--- src/pkg/clh_pkg.sv ---
// What this block does
// Register select picks data or instruction side
// Read/write line high reads, low writes
// Drive reads while strobe high; capture on fall
// Wide bus: lines 0-3 low, 4-7 high
// Narrow bus uses only lines 4 to 7
// Narrow bus: high nibble first, then low
// Instruction register is write only
// Data writes copied into selected memory
// Address set prefetches byte into data holding
// Data read prefetches next address
// Instruction write stores instruction byte
// Status read returns busy and address counter
// Data write loads data holding register
// Data read returns data holding register
// Busy is one; instructions refused meanwhile
// Host waits for busy zero before instructing
// Address instruction loads address counter
// Address instruction selects text or glyph memory
// Counter steps by one after each access
// Direction bit set counts up, clear down
// Text memory holds 80 bytes
// Busy until internal transfer ends; status free
`default_nettype none

package clh_pkg;

    // ------------------------------------------------------------
    // Widths and memory sizes
    // ------------------------------------------------------------
    localparam int DATA_W = 8;
    localparam int AC_W = 7;
    localparam int TEXT_DEPTH = 80;
    localparam int GLYPH_DEPTH = 64;
    localparam int GLYPH_AW = 6;
    localparam logic [6:0] TEXT_LAST = 7'h4f;

    // ------------------------------------------------------------
    // Instruction byte fields
    // ------------------------------------------------------------
    localparam int OP_TEXT_ADDR_BIT = 7;
    localparam int OP_GLYPH_ADDR_BIT = 6;
    localparam int OP_FUNC_BIT = 5;
    localparam int OP_WIDE_BIT = 4;
    localparam int OP_ENTRY_BIT = 2;
    localparam int OP_DIR_BIT = 1;

    // ------------------------------------------------------------
    // Reset values and drive patterns
    // ------------------------------------------------------------
    localparam logic [6:0] AC_RST = 7'h00;
    localparam logic [7:0] BYTE_RST = 8'h00;
    localparam logic DIR_RST = 1'b1;
    localparam logic WIDE_RST = 1'b1;
    localparam logic [7:0] OE_FULL = 8'hff;
    localparam logic [7:0] OE_HIGH = 8'hf0;
    localparam logic [7:0] OE_NONE = 8'h00;
    localparam logic [3:0] NIB_ZERO = 4'h0;

    // ------------------------------------------------------------
    // Timing: plain instruction execution time
    // ------------------------------------------------------------
    localparam int CLK_PERIOD_NS = 4;
    localparam int EXEC_NS = 40;
    localparam int EXEC_CYCLES_I =
        (EXEC_NS + CLK_PERIOD_NS - 1) / CLK_PERIOD_NS;
    localparam logic [7:0] EXEC_CYCLES = 8'(EXEC_CYCLES_I);

    // ------------------------------------------------------------
    // Types
    // ------------------------------------------------------------
    // Host pins as sampled
    typedef struct packed {
        logic register_select;
        logic read_not_write;
        logic strobe;
        logic [7:0] data;
    } clh_pins_t;

    // Sequencer states
    typedef enum logic [2:0] {
        ST_IDLE,
        ST_WRITE,
        ST_FETCH,
        ST_LOAD,
        ST_EXEC
    } clh_state_t;

    // ------------------------------------------------------------
    // Address counter step, wraps inside the selected memory
    // ------------------------------------------------------------
    function automatic logic [6:0] clh_step(input logic [6:0] a,
                                            input logic up,
                                            input logic glyph);
        logic [5:0] g;
        g = up ? a[5:0] + 6'h01 : a[5:0] - 6'h01;
        if (glyph)
        begin
            return {1'b0, g};
        end
        else if (up)
        begin
            return (a >= TEXT_LAST) ? AC_RST : a + 7'h01;
        end
        else
        begin
            return (a == AC_RST) ? TEXT_LAST : a - 7'h01;
        end
    endfunction

endpackage

`default_nettype wire

--- src/hdl/clh_mem.sv ---
`default_nettype none

// ----------------------------------------------------------------
// Single port memory with registered read data
// ----------------------------------------------------------------
module clh_mem
    import clh_pkg::*;
#(
    parameter int DEPTH = TEXT_DEPTH,
    parameter int AW = AC_W
)
(
    input wire logic clk_in,
    input wire logic write_in,
    input wire logic [AW-1:0] addr_in,
    input wire logic [DATA_W-1:0] wdata_in,
    output logic [DATA_W-1:0] rdata_out
);

    // Refuse a depth that the address cannot reach
    if (DEPTH > (1 << AW))
    begin : g_bad_depth
        $error("clh_mem depth exceeds address range");
    end

    logic [DATA_W-1:0] mem_r [DEPTH];   // Storage, no reset needed
    logic [DATA_W-1:0] rdata_nxt;       // Next read word
    logic in_range;                     // Address inside storage

    // Out of range reads give zero, writes are dropped
    always_comb
    begin
        in_range = 32'(addr_in) < DEPTH;
        rdata_nxt = in_range ? mem_r[addr_in] : BYTE_RST;
    end

    // Storage write and read register
    always_ff @(posedge clk_in)
    begin
        if (write_in && in_range)
        begin
            mem_r[addr_in] <= wdata_in;
        end
        rdata_out <= rdata_nxt;
    end

endmodule

`default_nettype wire

--- src/hdl/clh_host_port.sv ---
`default_nettype none

// ----------------------------------------------------------------
// Strobe driven host port with prefetching data holding register
// ----------------------------------------------------------------
module clh_host_port
    import clh_pkg::*;
#(
    parameter int TEXT_DEPTH_P = TEXT_DEPTH
)
(
    input wire logic clk_in,
    input wire logic reset_in,
    input wire clh_pins_t pins_in,
    output logic [DATA_W-1:0] data_out,
    output logic [DATA_W-1:0] data_oe_out,
    output logic busy_out
);

    // Text memory must fit the address counter
    if (TEXT_DEPTH_P > (1 << AC_W) || TEXT_DEPTH_P != TEXT_DEPTH)
    begin : g_bad_depth
        $error("clh_host_port text depth not supported");
    end

    // ------------------------------------------------------------
    // Pin synchronisers
    // ------------------------------------------------------------
    clh_pins_t sync1_r;          // First stage, read only by second
    clh_pins_t sync2_r;          // Safe copy of the pins
    logic strobe_prev_r;         // Strobe one cycle back
    logic strobe_fall;           // Strobe high-to-low seen

    // Two flops before any logic looks at the pins
    always_ff @(posedge clk_in)
    begin
        if (reset_in)
        begin
            sync1_r <= '0;
            sync2_r <= '0;
            strobe_prev_r <= 1'b0;
        end
        else
        begin
            sync1_r <= pins_in;
            sync2_r <= sync1_r;
            strobe_prev_r <= sync2_r.strobe;
        end
    end

    assign strobe_fall = strobe_prev_r && !sync2_r.strobe;

    // ------------------------------------------------------------
    // Byte assembly
    // ------------------------------------------------------------
    logic low_phase_r, low_phase_nxt;   // Waiting for low nibble
    logic [3:0] hi_nib_r, hi_nib_nxt;   // Held high nibble
    logic byte_done;                    // Whole byte moved
    logic [7:0] host_byte;              // Assembled write byte
    logic wide_r;                       // Eight bit bus selected

    // Count strobes into bytes for both bus widths
    always_comb
    begin
        low_phase_nxt = low_phase_r;
        hi_nib_nxt = hi_nib_r;
        byte_done = 1'b0;
        host_byte = sync2_r.data;
        if (strobe_fall)
        begin
            if (wide_r)
            begin
                byte_done = 1'b1;
            end
            else if (!low_phase_r)
            begin
                // High nibble comes first on lines 4 to 7
                low_phase_nxt = 1'b1;
                hi_nib_nxt = sync2_r.data[7:4];
            end
            else
            begin
                low_phase_nxt = 1'b0;
                byte_done = 1'b1;
                host_byte = {hi_nib_r, sync2_r.data[7:4]};
            end
        end
    end

    // Nibble state registers
    always_ff @(posedge clk_in)
    begin
        if (reset_in)
        begin
            low_phase_r <= 1'b0;
            hi_nib_r <= NIB_ZERO;
        end
        else
        begin
            low_phase_r <= low_phase_nxt;
            hi_nib_r <= hi_nib_nxt;
        end
    end

    // ------------------------------------------------------------
    // Sequencer and registers
    // ------------------------------------------------------------
    clh_state_t state_r, state_nxt;     // Internal operation
    logic [6:0] ac_r, ac_nxt;           // Address counter
    logic glyph_r, glyph_nxt;           // Glyph memory selected
    logic dir_r, dir_nxt;               // Count up when set
    logic wide_nxt;                     // Next bus width
    logic [7:0] instr_r, instr_nxt;     // Instruction register
    logic [7:0] hold_r, hold_nxt;       // Data holding register
    logic [7:0] cnt_r, cnt_nxt;         // Execution countdown
    logic busy_r, busy_nxt;             // Busy flag
    logic [7:0] text_rdata;             // Text memory word
    logic [7:0] glyph_rdata;            // Glyph memory word
    logic mem_write;                    // Memory write strobe
    logic is_write;                     // Host byte was a write

    assign is_write = !sync2_r.read_not_write;

    // Next state of every register of the sequencer
    always_comb
    begin
        state_nxt = state_r;
        ac_nxt = ac_r;
        glyph_nxt = glyph_r;
        dir_nxt = dir_r;
        wide_nxt = wide_r;
        instr_nxt = instr_r;
        hold_nxt = hold_r;
        cnt_nxt = cnt_r;
        mem_write = 1'b0;
        case (state_r)
            ST_IDLE:
            begin
                // Bytes arriving while busy are dropped: see
                if (byte_done && is_write && !sync2_r.register_select)
                begin
                    instr_nxt = host_byte;
                    state_nxt = ST_EXEC;
                    cnt_nxt = EXEC_CYCLES - 8'h01;
                    if (host_byte[OP_TEXT_ADDR_BIT])
                    begin
                        ac_nxt = host_byte[6:0];
                        glyph_nxt = 1'b0;
                        state_nxt = ST_FETCH;
                    end
                    else if (host_byte[OP_GLYPH_ADDR_BIT])
                    begin
                        ac_nxt = {1'b0, host_byte[5:0]};
                        glyph_nxt = 1'b1;
                        state_nxt = ST_FETCH;
                    end
                    else if (host_byte[OP_FUNC_BIT])
                    begin
                        wide_nxt = host_byte[OP_WIDE_BIT];
                    end
                    else if (host_byte[OP_ENTRY_BIT])
                    begin
                        dir_nxt = host_byte[OP_DIR_BIT];
                    end
                end
                else if (byte_done && is_write)
                begin
                    hold_nxt = host_byte;
                    state_nxt = ST_WRITE;
                end
                else if (byte_done && sync2_r.register_select)
                begin
                    // Host has taken the byte; fetch the next one
                    ac_nxt = clh_step(ac_r, dir_r, glyph_r);
                    state_nxt = ST_FETCH;
                end
            end
            ST_WRITE:
            begin
                mem_write = 1'b1;
                ac_nxt = clh_step(ac_r, dir_r, glyph_r);
                state_nxt = ST_IDLE;
            end
            ST_FETCH:
            begin
                state_nxt = ST_LOAD;
            end
            ST_LOAD:
            begin
                hold_nxt = glyph_r ? glyph_rdata : text_rdata;
                state_nxt = ST_IDLE;
            end
            ST_EXEC:
            begin
                cnt_nxt = cnt_r - 8'h01;
                if (cnt_r == BYTE_RST)
                begin
                    state_nxt = ST_IDLE;
                end
            end
            default:
            begin
                state_nxt = ST_IDLE;
            end
        endcase
        busy_nxt = state_nxt != ST_IDLE;
    end

    // Sequencer registers
    always_ff @(posedge clk_in)
    begin
        if (reset_in)
        begin
            state_r <= ST_IDLE;
            ac_r <= AC_RST;
            glyph_r <= 1'b0;
            dir_r <= DIR_RST;
            wide_r <= WIDE_RST;
            instr_r <= BYTE_RST;
            hold_r <= BYTE_RST;
            cnt_r <= BYTE_RST;
            busy_r <= 1'b0;
        end
        else
        begin
            state_r <= state_nxt;
            ac_r <= ac_nxt;
            glyph_r <= glyph_nxt;
            dir_r <= dir_nxt;
            wide_r <= wide_nxt;
            instr_r <= instr_nxt;
            hold_r <= hold_nxt;
            cnt_r <= cnt_nxt;
            busy_r <= busy_nxt;
        end
    end

    // ------------------------------------------------------------
    // Memories; reads are issued in fetch and land in load
    // ------------------------------------------------------------
    clh_mem #(.DEPTH(TEXT_DEPTH_P), .AW(AC_W)) u_text_mem (
        .clk_in(clk_in),
        .write_in(mem_write && !glyph_r),
        .addr_in(ac_r),
        .wdata_in(hold_r),
        .rdata_out(text_rdata)
    );

    clh_mem #(.DEPTH(GLYPH_DEPTH), .AW(GLYPH_AW)) u_glyph_mem (
        .clk_in(clk_in),
        .write_in(mem_write && glyph_r),
        .addr_in(ac_r[5:0]),
        .wdata_in(hold_r),
        .rdata_out(glyph_rdata)
    );

    // ------------------------------------------------------------
    // Read drive
    // ------------------------------------------------------------
    logic [7:0] rd_byte;                // Byte the host reads
    logic [7:0] dout_nxt, oe_nxt;       // Next pin drive

    // Drive only while strobe high on a read; instruction register
    // never reaches the pins, status is never held off
    always_comb
    begin
        rd_byte = sync2_r.register_select ? hold_r
                                          : {busy_r, ac_r};
        dout_nxt = BYTE_RST;
        oe_nxt = OE_NONE;
        if (sync2_r.strobe && sync2_r.read_not_write)
        begin
            if (wide_r)
            begin
                dout_nxt = rd_byte;
                oe_nxt = OE_FULL;
            end
            else
            begin
                dout_nxt = low_phase_r ? {rd_byte[3:0], NIB_ZERO}
                                       : {rd_byte[7:4], NIB_ZERO};
                oe_nxt = OE_HIGH;
            end
        end
    end

    // Output registers
    always_ff @(posedge clk_in)
    begin
        if (reset_in)
        begin
            data_out <= BYTE_RST;
            data_oe_out <= OE_NONE;
        end
        else
        begin
            data_out <= dout_nxt;
            data_oe_out <= oe_nxt;
        end
    end

    assign busy_out = busy_r;

    logic instr_take;                   // Accepted instruction byte
    assign instr_take = state_r == ST_IDLE && byte_done && is_write
                        && !sync2_r.register_select;
endmodule

`default_nettype wire

--- config.mk ---
export PLATFORM = sky130hd
export DESIGN_NAME = clh_host_port
export DESIGN_NICKNAME = d
export VERILOG_FILES = /design/src/pkg/clh_pkg.sv /design/src/hdl/clh_mem.sv /design/src/hdl/clh_host_port.sv
export SDC_FILE = /design/constraint.sdc
export NUM_CORES = 1
export LEC_CHECK = 0
export ABC_AREA = 1
export BUFFER_PORTS_ARGS = -buffer_cell sky130_fd_sc_hd__buf_2
export CORE_UTILIZATION = 30
export DETAILED_ROUTE_END_ITERATION = 12
export HOLD_SLACK_MARGIN = 0.05
export PLACE_DENSITY = 0.48
export SYNTH_ARGS = -nofsm -noshare
export SYNTH_HDL_FRONTEND = slang
export SYNTH_SLANG_ARGS = --single-unit
--- constraint.sdc ---
create_clock -name clk_in -period 7.7 [get_ports clk_in]
set_input_delay 0 -clock clk_in [delete_from_list [all_inputs] [get_ports clk_in]]
set_output_delay 0 -clock clk_in [all_outputs]
set_load 0.05 [all_outputs]
---- After elaboration in Yosys (flattened, before gate mapping) ----
Memory sizes are Yosys's and may differ from the RTL's. A register that Yosys moved wholly into a read port is not among the register bits.
Index checks and enable logic that the tools add are counted.
word-level totals
  register bits after elaboration ......... 74
  bits in writable memories ............... 1152
  input port bits ......................... 13
  output and inout bits ................... 17
  memories ................................ 2
cells by class
  add/subtract/negate cells ............... 5
  $lt $le $gt $ge ......................... 2
  equal/unequal tests ..................... 10
  muxes and demuxes ....................... 42
  bitwise gates (word level) .............. 6
  reductions and logical operators ........ 30
memories
  memory             depth  width  read ports  clocked after Yosys merged registers in  write ports  line           source
  u_text_mem.mem_r   80     8      1           1                                        1            clh_mem.sv:26  logic [DATA_W-1:0] mem_r [DEPTH];
  u_glyph_mem.mem_r  64     8      1           1                                        1            clh_mem.sv:26
operators by type and width
  operator               count
  $mux W8                10
  $mux W7                9
  $pmux W8 S2            2
  $mux W3                6
  $pmux W7 S2            1
  $mux W1                11
  $pmux W3 S3            1
  $reduce_and A3 Y1      3
  $logic_and A1 B1 Y1    8
  $logic_not A8 Y1       1
  $reduce_bool A2 Y1     4
  $sub A8 B1 Y8 const B  1
  $add A7 B1 Y7 const B  1
  $ge A7 B7 Y1 const B   1
  $logic_not A7 Y1       1
  $lt A7 B7 Y1 const B   1
  $sub A7 B1 Y7 const B  1
  $add A6 B1 Y6 const B  1
  $eq A3 B2 Y1 const B   2
  $mux W6                1
  $ne A2 B2 Y1 const B   3
  $ne A3 B3 Y1 const B   2
  $not A1 Y1             6
  $reduce_and A6 Y1      1
  other kinds (12)       17

---- Depth between registers and ports, before layout ----
Gate-level depths: netlist of the first run.
  depth in word-level cells ............... 9
  mapped depth ............................ 15

---- By module ----
From an unflattened synthesis of the first run, not the netlist that was laid out.
second synthesis, totals
  cell total of the unflattened synthesis .. 5415
  area, all modules ....................... 53251.1 µm²
modules (own cells, without submodules)
  module                 times used  cells each  area an instance (µm²)  sequential area each (µm²)
  clh_mem (u_text_mem)   1           2701        27566.4                 19378.6
  clh_mem (u_glyph_mem)  1           2167        22044.9                 15534.9
  clh_host_port          1           547         3639.7                  1361.3

---- Worst setup path after synthesis of the first run ----
No wires, ideal clock.
  kind .................................... register to register
  from .................................... register hold_r[0]
  to ...................................... register data_out[4]
  setup time .............................. 95 ps
  arrival time ............................ 2657 ps
  required time ........................... 7605 ps
  slack ................................... 4947 ps
  cell stages (with the launch flop) ...... 5
  period minus slack after synthesis ...... 2753 ps
  path through ............................ dfxtp_1 > inv_1 > nand2_1 > o21ai_0 > a221oi_1
between the ends
  cells in the longest elaborated chain, start to end .. 3
ends and longest elaborated chain
  what                    line                  source
  start, declared         clh_host_port.sv:114  logic [7:0] hold_r, hold_nxt;
  start signal, assigned  clh_host_port.sv:232  hold_r <= hold_nxt;
  $mux W8                 clh_host_port.sv:267  rd_byte = sync2_r.register_select ? hold_r
  $mux W8                 clh_host_port.sv:280  dout_nxt = low_phase_r ? {rd_byte[3:0], NIB_ZERO}
  $mux W8                 clh_host_port.sv:273  if (wide_r)
  end signal, assigned    clh_host_port.sv:297  data_out <= dout_nxt;
  end, declared           clh_host_port.sv:15   output logic [DATA_W-1:0] data_out,
No other way between the ends.
A chain may end at the register's enable or synchronous reset.

---- Worst setup path after layout of the first run ----
  from .................................... register ac_r[0]
  to ...................................... memory u_glyph_mem.mem_r[35][3] (enable)
RTL lines
  what                    line                  source
  start, declared         clh_host_port.sv:109  logic [6:0] ac_r, ac_nxt;
  start signal, assigned  clh_host_port.sv:227  ac_r <= ac_nxt;
  end, declared           clh_mem.sv:26
Straight into the memory's write port.

==> results of run 1 <==
## cell families (layout without fill, tap and decap cells)
logic type / after synthesis / in the layout / share of synthesized area
adder cells (fa/ha/maj): 9 / 9 / 0.00241
AO/OA/AOI/OAI: 286 / 286 / 0.0327
other: 0 / 1 / 0
XOR/XNOR: 5 / 5 / 0.000879
buffers and inverters: 332 / 464 / 0.0286
AND/OR/NAND/NOR: 2644 / 2644 / 0.207
flip-flops: 1236 / 1236 / 0.728
## registers in the layout, summed over array words and instances (netlist names), 2 cells and up
register and flops:
u_text_mem.rdata_out 8, state_r 3, hold_r 8, sync2_r 11, u_text_mem.mem_r 640, cnt_r 8
data_oe_out 2, u_glyph_mem.mem_r 512, data_out 8, ac_r 7, u_glyph_mem.rdata_out 8, hi_nib_r 4
sync1_r 11
## tightest hold or removal path, delay by kind of cell
| family | cells | cell delay, ps |
|---|---|---|
| buffers and inverters | 2 | 860 |
| AND/OR/NAND/NOR | 1 | 160 |
## final cells by class
type,count,area (µm²)
fillers,16467,108000
flip-flops and latches,1236,36300
multi-input cells,2944,12200
clock buffers,185,3770
well taps,2189,2740
repair buffers,113,886
clock inverters,49,495
inverters,117,450
diodes,1,2.50
## per-layer routing
| metal | vias to the layer above | share of wire | global-route usage |
|---|---|---|---|
| met5 | - | 0 | 0 |
| met4 | 0 | 0.023 | 0.0499 |
| met3 | 193 | 0.059 | 0.0292 |
| met2 | 908 | 0.46 | 0.267 |
| met1 | 16053 | 0.46 | 0.238 |
| li1 | 15260 | - | - |
## final timing paths
kind	cells past startpoint	end	from
worst min-delay path	3	sync2_r[9]	reset_in
worst min register to register	2	sync2_r[9]	sync1_r[9]
worst max register to register	5	u_glyph_mem.mem_r[35][3]	ac_r[0]
worst max-delay path	5	u_glyph_mem.mem_r[35][3]	ac_r[0]
## synth_stat cells (all sizes together) (2+ instances only)
| cell type | number | share of area |
|---|---|---|
| a22oi | 54 | 0.0081 |
| buf | 142 | 0.014 |
| dfxtp | 84 | 0.034 |
| nand3 | 103 | 0.011 |
| ha | 8 | 0.0020 |
| edfxtp | 1152 | 0.69 |
| o2111ai | 2 | 0.00035 |
| o2bb2ai | 6 | 0.0011 |
| or2 | 5 | 0.00063 |
| inv | 114 | 0.0086 |
| nand3b | 5 | 0.00075 |
| a21oi | 79 | 0.0079 |
| nand4 | 75 | 0.0094 |
| a31oi | 3 | 0.00038 |
| o21bai | 3 | 0.00045 |
| o211ai | 2 | 0.00030 |
| nand2 | 2162 | 0.16 |
| nor2 | 282 | 0.021 |
| clkbuf | 73 | 0.0055 |
| nor3 | 11 | 0.0015 |
| xor2 | 4 | 0.00070 |
| o21ai | 131 | 0.013 |
| clkinv | 3 | 0.00023 |
| a211oi | 4 | 0.00060 |
## cell usage in the layout, fill, tap and decap left out, types with 73 or more instances in the layout
| master | count |
|---|---|
| nor2_1 | 277 |
| o21ai_0 | 120 |
| edfxtp_1 | 1152 |
| clkbuf_16 | 142 |
| inv_1 | 107 |
| nand4_1 | 75 |
| dfxtp_1 | 73 |
| nand2_1 | 2162 |
| a21oi_1 | 79 |
| nand3_1 | 101 |
## report_power, final
| group | leakage [nW] | switching (mW) | internal, mW |
|---|---|---|---|
| clock network | 2.09 | 2.64 | 3.74 |
| registers | 11.4 | 0.229 | 7.73 |
| logic | 7.86 | 1.51 | 0.411 |
| total | 21.3 | 4.38 | 11.9 |
==> results.sh, run 1 <==
export IMPL_grt_max_degree=162
export IMPL_final_hold_violation_count=0
export IMPL_period_share=0.634
export IMPL_setup_violations=0
export IMPL_initial_core_util=0.302
export IMPL_slowest_delay_ps=830
export IMPL_io_buffers=29
export IMPL_postRouteWirelength_um=144000
export IMPL_cts_resized=0
export IMPL_crit_slowest_cell="nor2_1"
export IMPL_slew_viol_final=0
export IMPL_max_freq_mhz=205
export IMPL_final_antenna_net_count=0
export IMPL_path_cells="buf_4 > nand3_2 > inv_2 > nand2_1 > nor2_1"
export IMPL_ys_warnings_count=0
export IMPL_drt_iter0_drc=2692
export IMPL_maxCapViolations=0
export IMPL_syn_nets=4534
export IMPL_endpoint_kind="flip-flop"
export IMPL_cts_hold_buf=34
export IMPL_ir_drop_uv=232
export IMPL_overflow=0
export IMPL_fin_area_um2=56800
export IMPL_drc=0
export IMPL_worstPathRequired_ps=8080
export IMPL_place_ws_ps=2860
export IMPL_die_area_um2=168000
export IMPL_grt_usage=0.170
export IMPL_path_buf_inv=2
export IMPL_critPathArrivalTime_ps=5260
export IMPL_syn_area_um2=49800
export IMPL_fin_skew_ps=24.2
export IMPL_cts_made_buffers=133
export IMPL_area_growth_pct=14.0
export IMPL_final_setup_tns_ps=0
export IMPL_drtPass1Iterations=7
export IMPL_antenna_found_initial=2
export IMPL_ios=30
export IMPL_chipWidth_um=410
export IMPL_gp_congestion=0.810
export IMPL_outcome="complete, no violations"
export IMPL_hold_path_class="in -> reg"
export IMPL_rsz0062_at_grt="no"
export IMPL_tightest_slew_ps=1210
export IMPL_synth_flop_cell="edfxtp_1"
export IMPL_relSlewSlack=0.192
export IMPL_grt_pass1_wl_um=212000
export IMPL_cts_sinks=1236
export IMPL_place_hpwl_um=81200
export IMPL_cts_tree="yes"
export IMPL_drive_above_1_share=0.0629
export IMPL_fin_ws_ps=2820
export IMPL_ys_ff_latch=1236
export IMPL_synth_edff_count=1152
export IMPL_dp_cells=6565
export IMPL_critPathLaunchType="flip-flop"
export IMPL_worstSkewPairLatency_ps=760
export IMPL_post_cts_setup_buffers=0
export IMPL_fin_crit_ps=4880
export IMPL_grt_pass1_vias=31676
export IMPL_clk_path_buf_depth=3
export IMPL_placed_area_um2=52200
export IMPL_crit_family="simple AND/OR/NAND/NOR gates"
export IMPL_cp_max_fo=74
export IMPL_final_core_util=0.344
export IMPL_num_vias=32414
export IMPL_viasPerCell=4.74
export IMPL_h_tree_depth=4
export IMPL_path_class="reg -> reg"
export IMPL_synth_cell_types=38
export IMPL_core_um2=165000
export IMPL_seq_area_frac_synth=0.728
export IMPL_dieHeight_um=410
export IMPL_total_power_mw=16.3
export IMPL_syn_inst=4512
export IMPL_stdcell_count=6834
export IMPL_whs_ps=305
export IMPL_fp_row_count=149
export IMPL_finalNetCount=4567
export IMPL_rrSetupSlack_ps=2820
export IMPL_clk_pin_slew_ps=60
export IMPL_async_flop_share=0
export IMPL_p_per_area_nw_per_um2=286
export IMPL_syn_area_per_cell_um2=11.0
export IMPL_wire_per_inst_um=21.0
export IMPL_cts_root_buf="clkbuf_16"
export IMPL_leakagePower_nw=21.3
Note: power is estimated with default switching activity, not from simulation.
==> run 2, diff against run 1 <==
--- a/config.mk
+++ b/config.mk
@@ -5,7 +5,7 @@
 export SDC_FILE = /design/constraint.sdc
 export NUM_CORES = 1
 export LEC_CHECK = 0
-export ABC_AREA = 1
+export ABC_AREA = 0
 export BUFFER_PORTS_ARGS = -buffer_cell sky130_fd_sc_hd__buf_2
 export CORE_UTILIZATION = 30
 export DETAILED_ROUTE_END_ITERATION = 12
==> constraint.sdc (replaced) <==
create_clock -name clk_in -period 4.5 [get_ports clk_in]
set_input_delay 0 -clock clk_in [delete_from_list [all_inputs] [get_ports clk_in]]
set_output_delay 0 -clock clk_in [all_outputs]
set_load 0.05 [all_outputs]
==> results.sh, run 2 <==
export IMPL_drc=0
export IMPL_hold_path_class="in -> reg"
export IMPL_critPathArrivalTime_ps=4260
export IMPL_endpoint_kind="flip-flop"
export IMPL_cts_sinks=1236
export IMPL_synth_cell_types=83
export IMPL_critPathLaunchType="flip-flop"
export IMPL_final_setup_tns_ps=0
export IMPL_switching_share=0.207
export IMPL_final_core_util=0.354
export IMPL_ys_warnings_count=0
export IMPL_antenna_cells=0
export IMPL_largest_register_ffs=640
export IMPL_seq_area_frac_synth=0.742
export IMPL_synth_most_common_cell="edfxtp_1"
export IMPL_p_per_area_nw_per_um2=412
export IMPL_syn_area_um2=48900
export IMPL_worstSkewPairLatency_ps=780
export IMPL_multi_input_area_um2=11600
export IMPL_core_um2=161000
export IMPL_netlist_area_leader_share=0.707
export IMPL_syn_area_per_cell_um2=16.6
export IMPL_area_growth_pct=16.8
export IMPL_die_area_um2=165000
export IMPL_syn_inst=2940
export IMPL_outcome="complete, no violations"
export IMPL_crit_slowest_cell="clkinv_2"
export IMPL_viasPerCell=5.36
export IMPL_async_flop_share=0
export IMPL_cts_made_buffers=136
export IMPL_leakagePower_nw=18.1
export IMPL_gp_congestion=0.839
export IMPL_slew_viol_final=0
export IMPL_grt_max_degree=115
export IMPL_pwr_share_comb=0.018
export IMPL_intPower_mw=18.6
export IMPL_worstPathRequired_ps=5140
export IMPL_postRouteWirelength_um=160000
export IMPL_power_switching_mw=4.87
export IMPL_maxCapViolations=0
export IMPL_path_cells="clkinv_2 > buf_4 > a221o_1 > a21oi_1 > o22ai_1 > o21ai_0 > buf_4 > o22ai_1"
export IMPL_use_met2=0.308
export IMPL_ys_ff_latch=1236
export IMPL_synth_top_area_cell="edfxtp_1"
export IMPL_fin_crit_ps=3620
export IMPL_ir_drop_uv=289
export IMPL_post_cts_setup_buffers=0
export IMPL_groute_layer_met3_usage=0.0310
export IMPL_initial_core_util=0.303
export IMPL_fin_skew_ps=31.5
export IMPL_syn_nets=2962
export IMPL_drtPass1Iterations=5
export IMPL_synth_area_leaders="edfxtp_1, mux4_2, mux2i_1"
export IMPL_power_share_sequential=0.528
export IMPL_dieHeight_um=406
export IMPL_grt_pass1_vias=28253
export IMPL_h_tree_depth=4
export IMPL_io_buffers=29
export IMPL_wire_per_inst_um=29.5
export IMPL_slowest_delay_ps=810
export IMPL_clk_path_buf_depth=3
export IMPL_grt_usage=0.193
export IMPL_grt_pass1_wl_um=225000
export IMPL_num_vias=29076
export IMPL_place_hpwl_um=98100
export IMPL_tightest_slew_ps=1160
export IMPL_top_regs="u_text_mem.mem_r: 640 flops, u_glyph_mem.mem_r: 512 flops"
export IMPL_final_antenna_net_count=0
export IMPL_fill_cells=15281
export IMPL_synth_edff_count=1152
export IMPL_total_power_mw=23.5
export IMPL_period_share=0.804
export IMPL_clkPwrFrac=0.455
export IMPL_final_hold_violation_count=0
export IMPL_cts_root_buf="clkbuf_16"
export IMPL_fp_row_count=147
export IMPL_clk_pin_slew_ps=60
export IMPL_setup_violations=0
export IMPL_synth_flop_cell="edfxtp_1"
export IMPL_antenna_found_initial=1
export IMPL_ios=30
export IMPL_chipWidth_um=406
export IMPL_final_common_cell="edfxtp_1"
export IMPL_path_class="reg -> reg"
export IMPL_top_register="u_text_mem.mem_r"
export IMPL_finalNetCount=3181
export IMPL_cts_tree="yes"
export IMPL_relSlewSlack=0.215
export IMPL_grtUsageMet1=0.272
export IMPL_max_freq_mhz=277
export IMPL_cp_max_fo=28
export IMPL_overflow=0
export IMPL_seq_area_um2=36300
export IMPL_grt_busiest_layer="met2"
export IMPL_ys_top_cells_by_count="edfxtp_1, nor2_1, mux2i_1"
export IMPL_drive_above_1_share=0.199
export IMPL_rsz0062_at_grt="no"
export IMPL_final_cell_mix="edfxtp_1, nor2_1, buf_4, mux2i_1, clkbuf_16"
export IMPL_drt_iter0_drc=3477
run 2: routing by layer:
layer / share of wire / vias up
met1: 0.44 / 15423
met3: 0.064 / 209
met4: 0.022 / 2
met2: 0.47 / 1182
met5: 0.000081 / -
li1: - / 12260
run 2: power groups by stage:
stage | logic, mW | clock network, mW | registers, mW
after detailed placement | 0.386 | 0 | 12.7
after CTS | 0.411 | 10.9 | 12.4
after global placement | 0.387 | 0 | 12.7
final | 0.415 | 10.7 | 12.4
after global routing | 0.432 | 11.3 | 12.4
after floorplan | 0.237 | 0 | 12.6
run 2: cells by family (layout without fill, tap and decap cells):
| kind of cell | Yosys count | in the layout | share of synthesized area |
|---|---|---|---|
| AO/OA/AOI/OAI | 596 | 596 | 0.0888 |
| adder cells (fa/ha/maj) | 9 | 9 | 0.00246 |
| AND/OR/NAND/NOR | 532 | 532 | 0.0491 |
| multiplexers | 343 | 343 | 0.0939 |
| flip-flops | 1236 | 1236 | 0.742 |
| buffers and inverters | 212 | 541 | 0.0221 |
| XOR/XNOR | 12 | 12 | 0.00215 |
run 2: repair_timing:
| item | in CTS | in global routing |
|---|---|---|
| gates resized for setup | 0 | 0 |
| hold endpoints to repair | 57 | 0 |
| hold buffers | 34 | 0 |
run 2: worst paths after layout:
check,slack [ps],depth (start not counted),startpoint,end
worst max-delay path,880,8,ac_r[1],u_text_mem.rdata_out[2]
worst min-delay path,230,3,reset_in,hold_r[0]
worst max register to register,880,8,ac_r[1],u_text_mem.rdata_out[2]
worst min register to register,450,1,sync1_r[8],sync2_r[8]
run 2: worst max-delay path, delay by kind of cell, from the launching register on:
family	cells	cell delay [ps]
buffers and inverters	3	1490
AOI/OAI and AO/OA	5	1390
DFF	1	570
run 2: final cells by class:
cell class	instances	area share
flip-flops and latches	1236	0.635
multi-input cells	1492	0.204
clock buffers	183	0.0652
well taps	2160	0.0473
repair buffers	277	0.0388
clock inverters	65	0.00852
inverters	16	0.00109
run 2: through the flow:
| step | instance area [µm²] | cells | hold WS, ps | setup WS [ps] |
|---|---|---|---|---|
| 6_report | 57200 | 5429 | 230 | 884 |
| 2_1_floorplan | 48900 | 2940 | 128 | 1670 |
| 4_1_cts | 57200 | 5429 | 175 | 1000 |
| 3_3_place_gp | 52600 | 5147 | 221 | 1040 |
| 5_1_grt | 57200 | 5429 | 245 | 787 |
| 3_5_place_dp | 52600 | 5147 | 217 | 1040 |
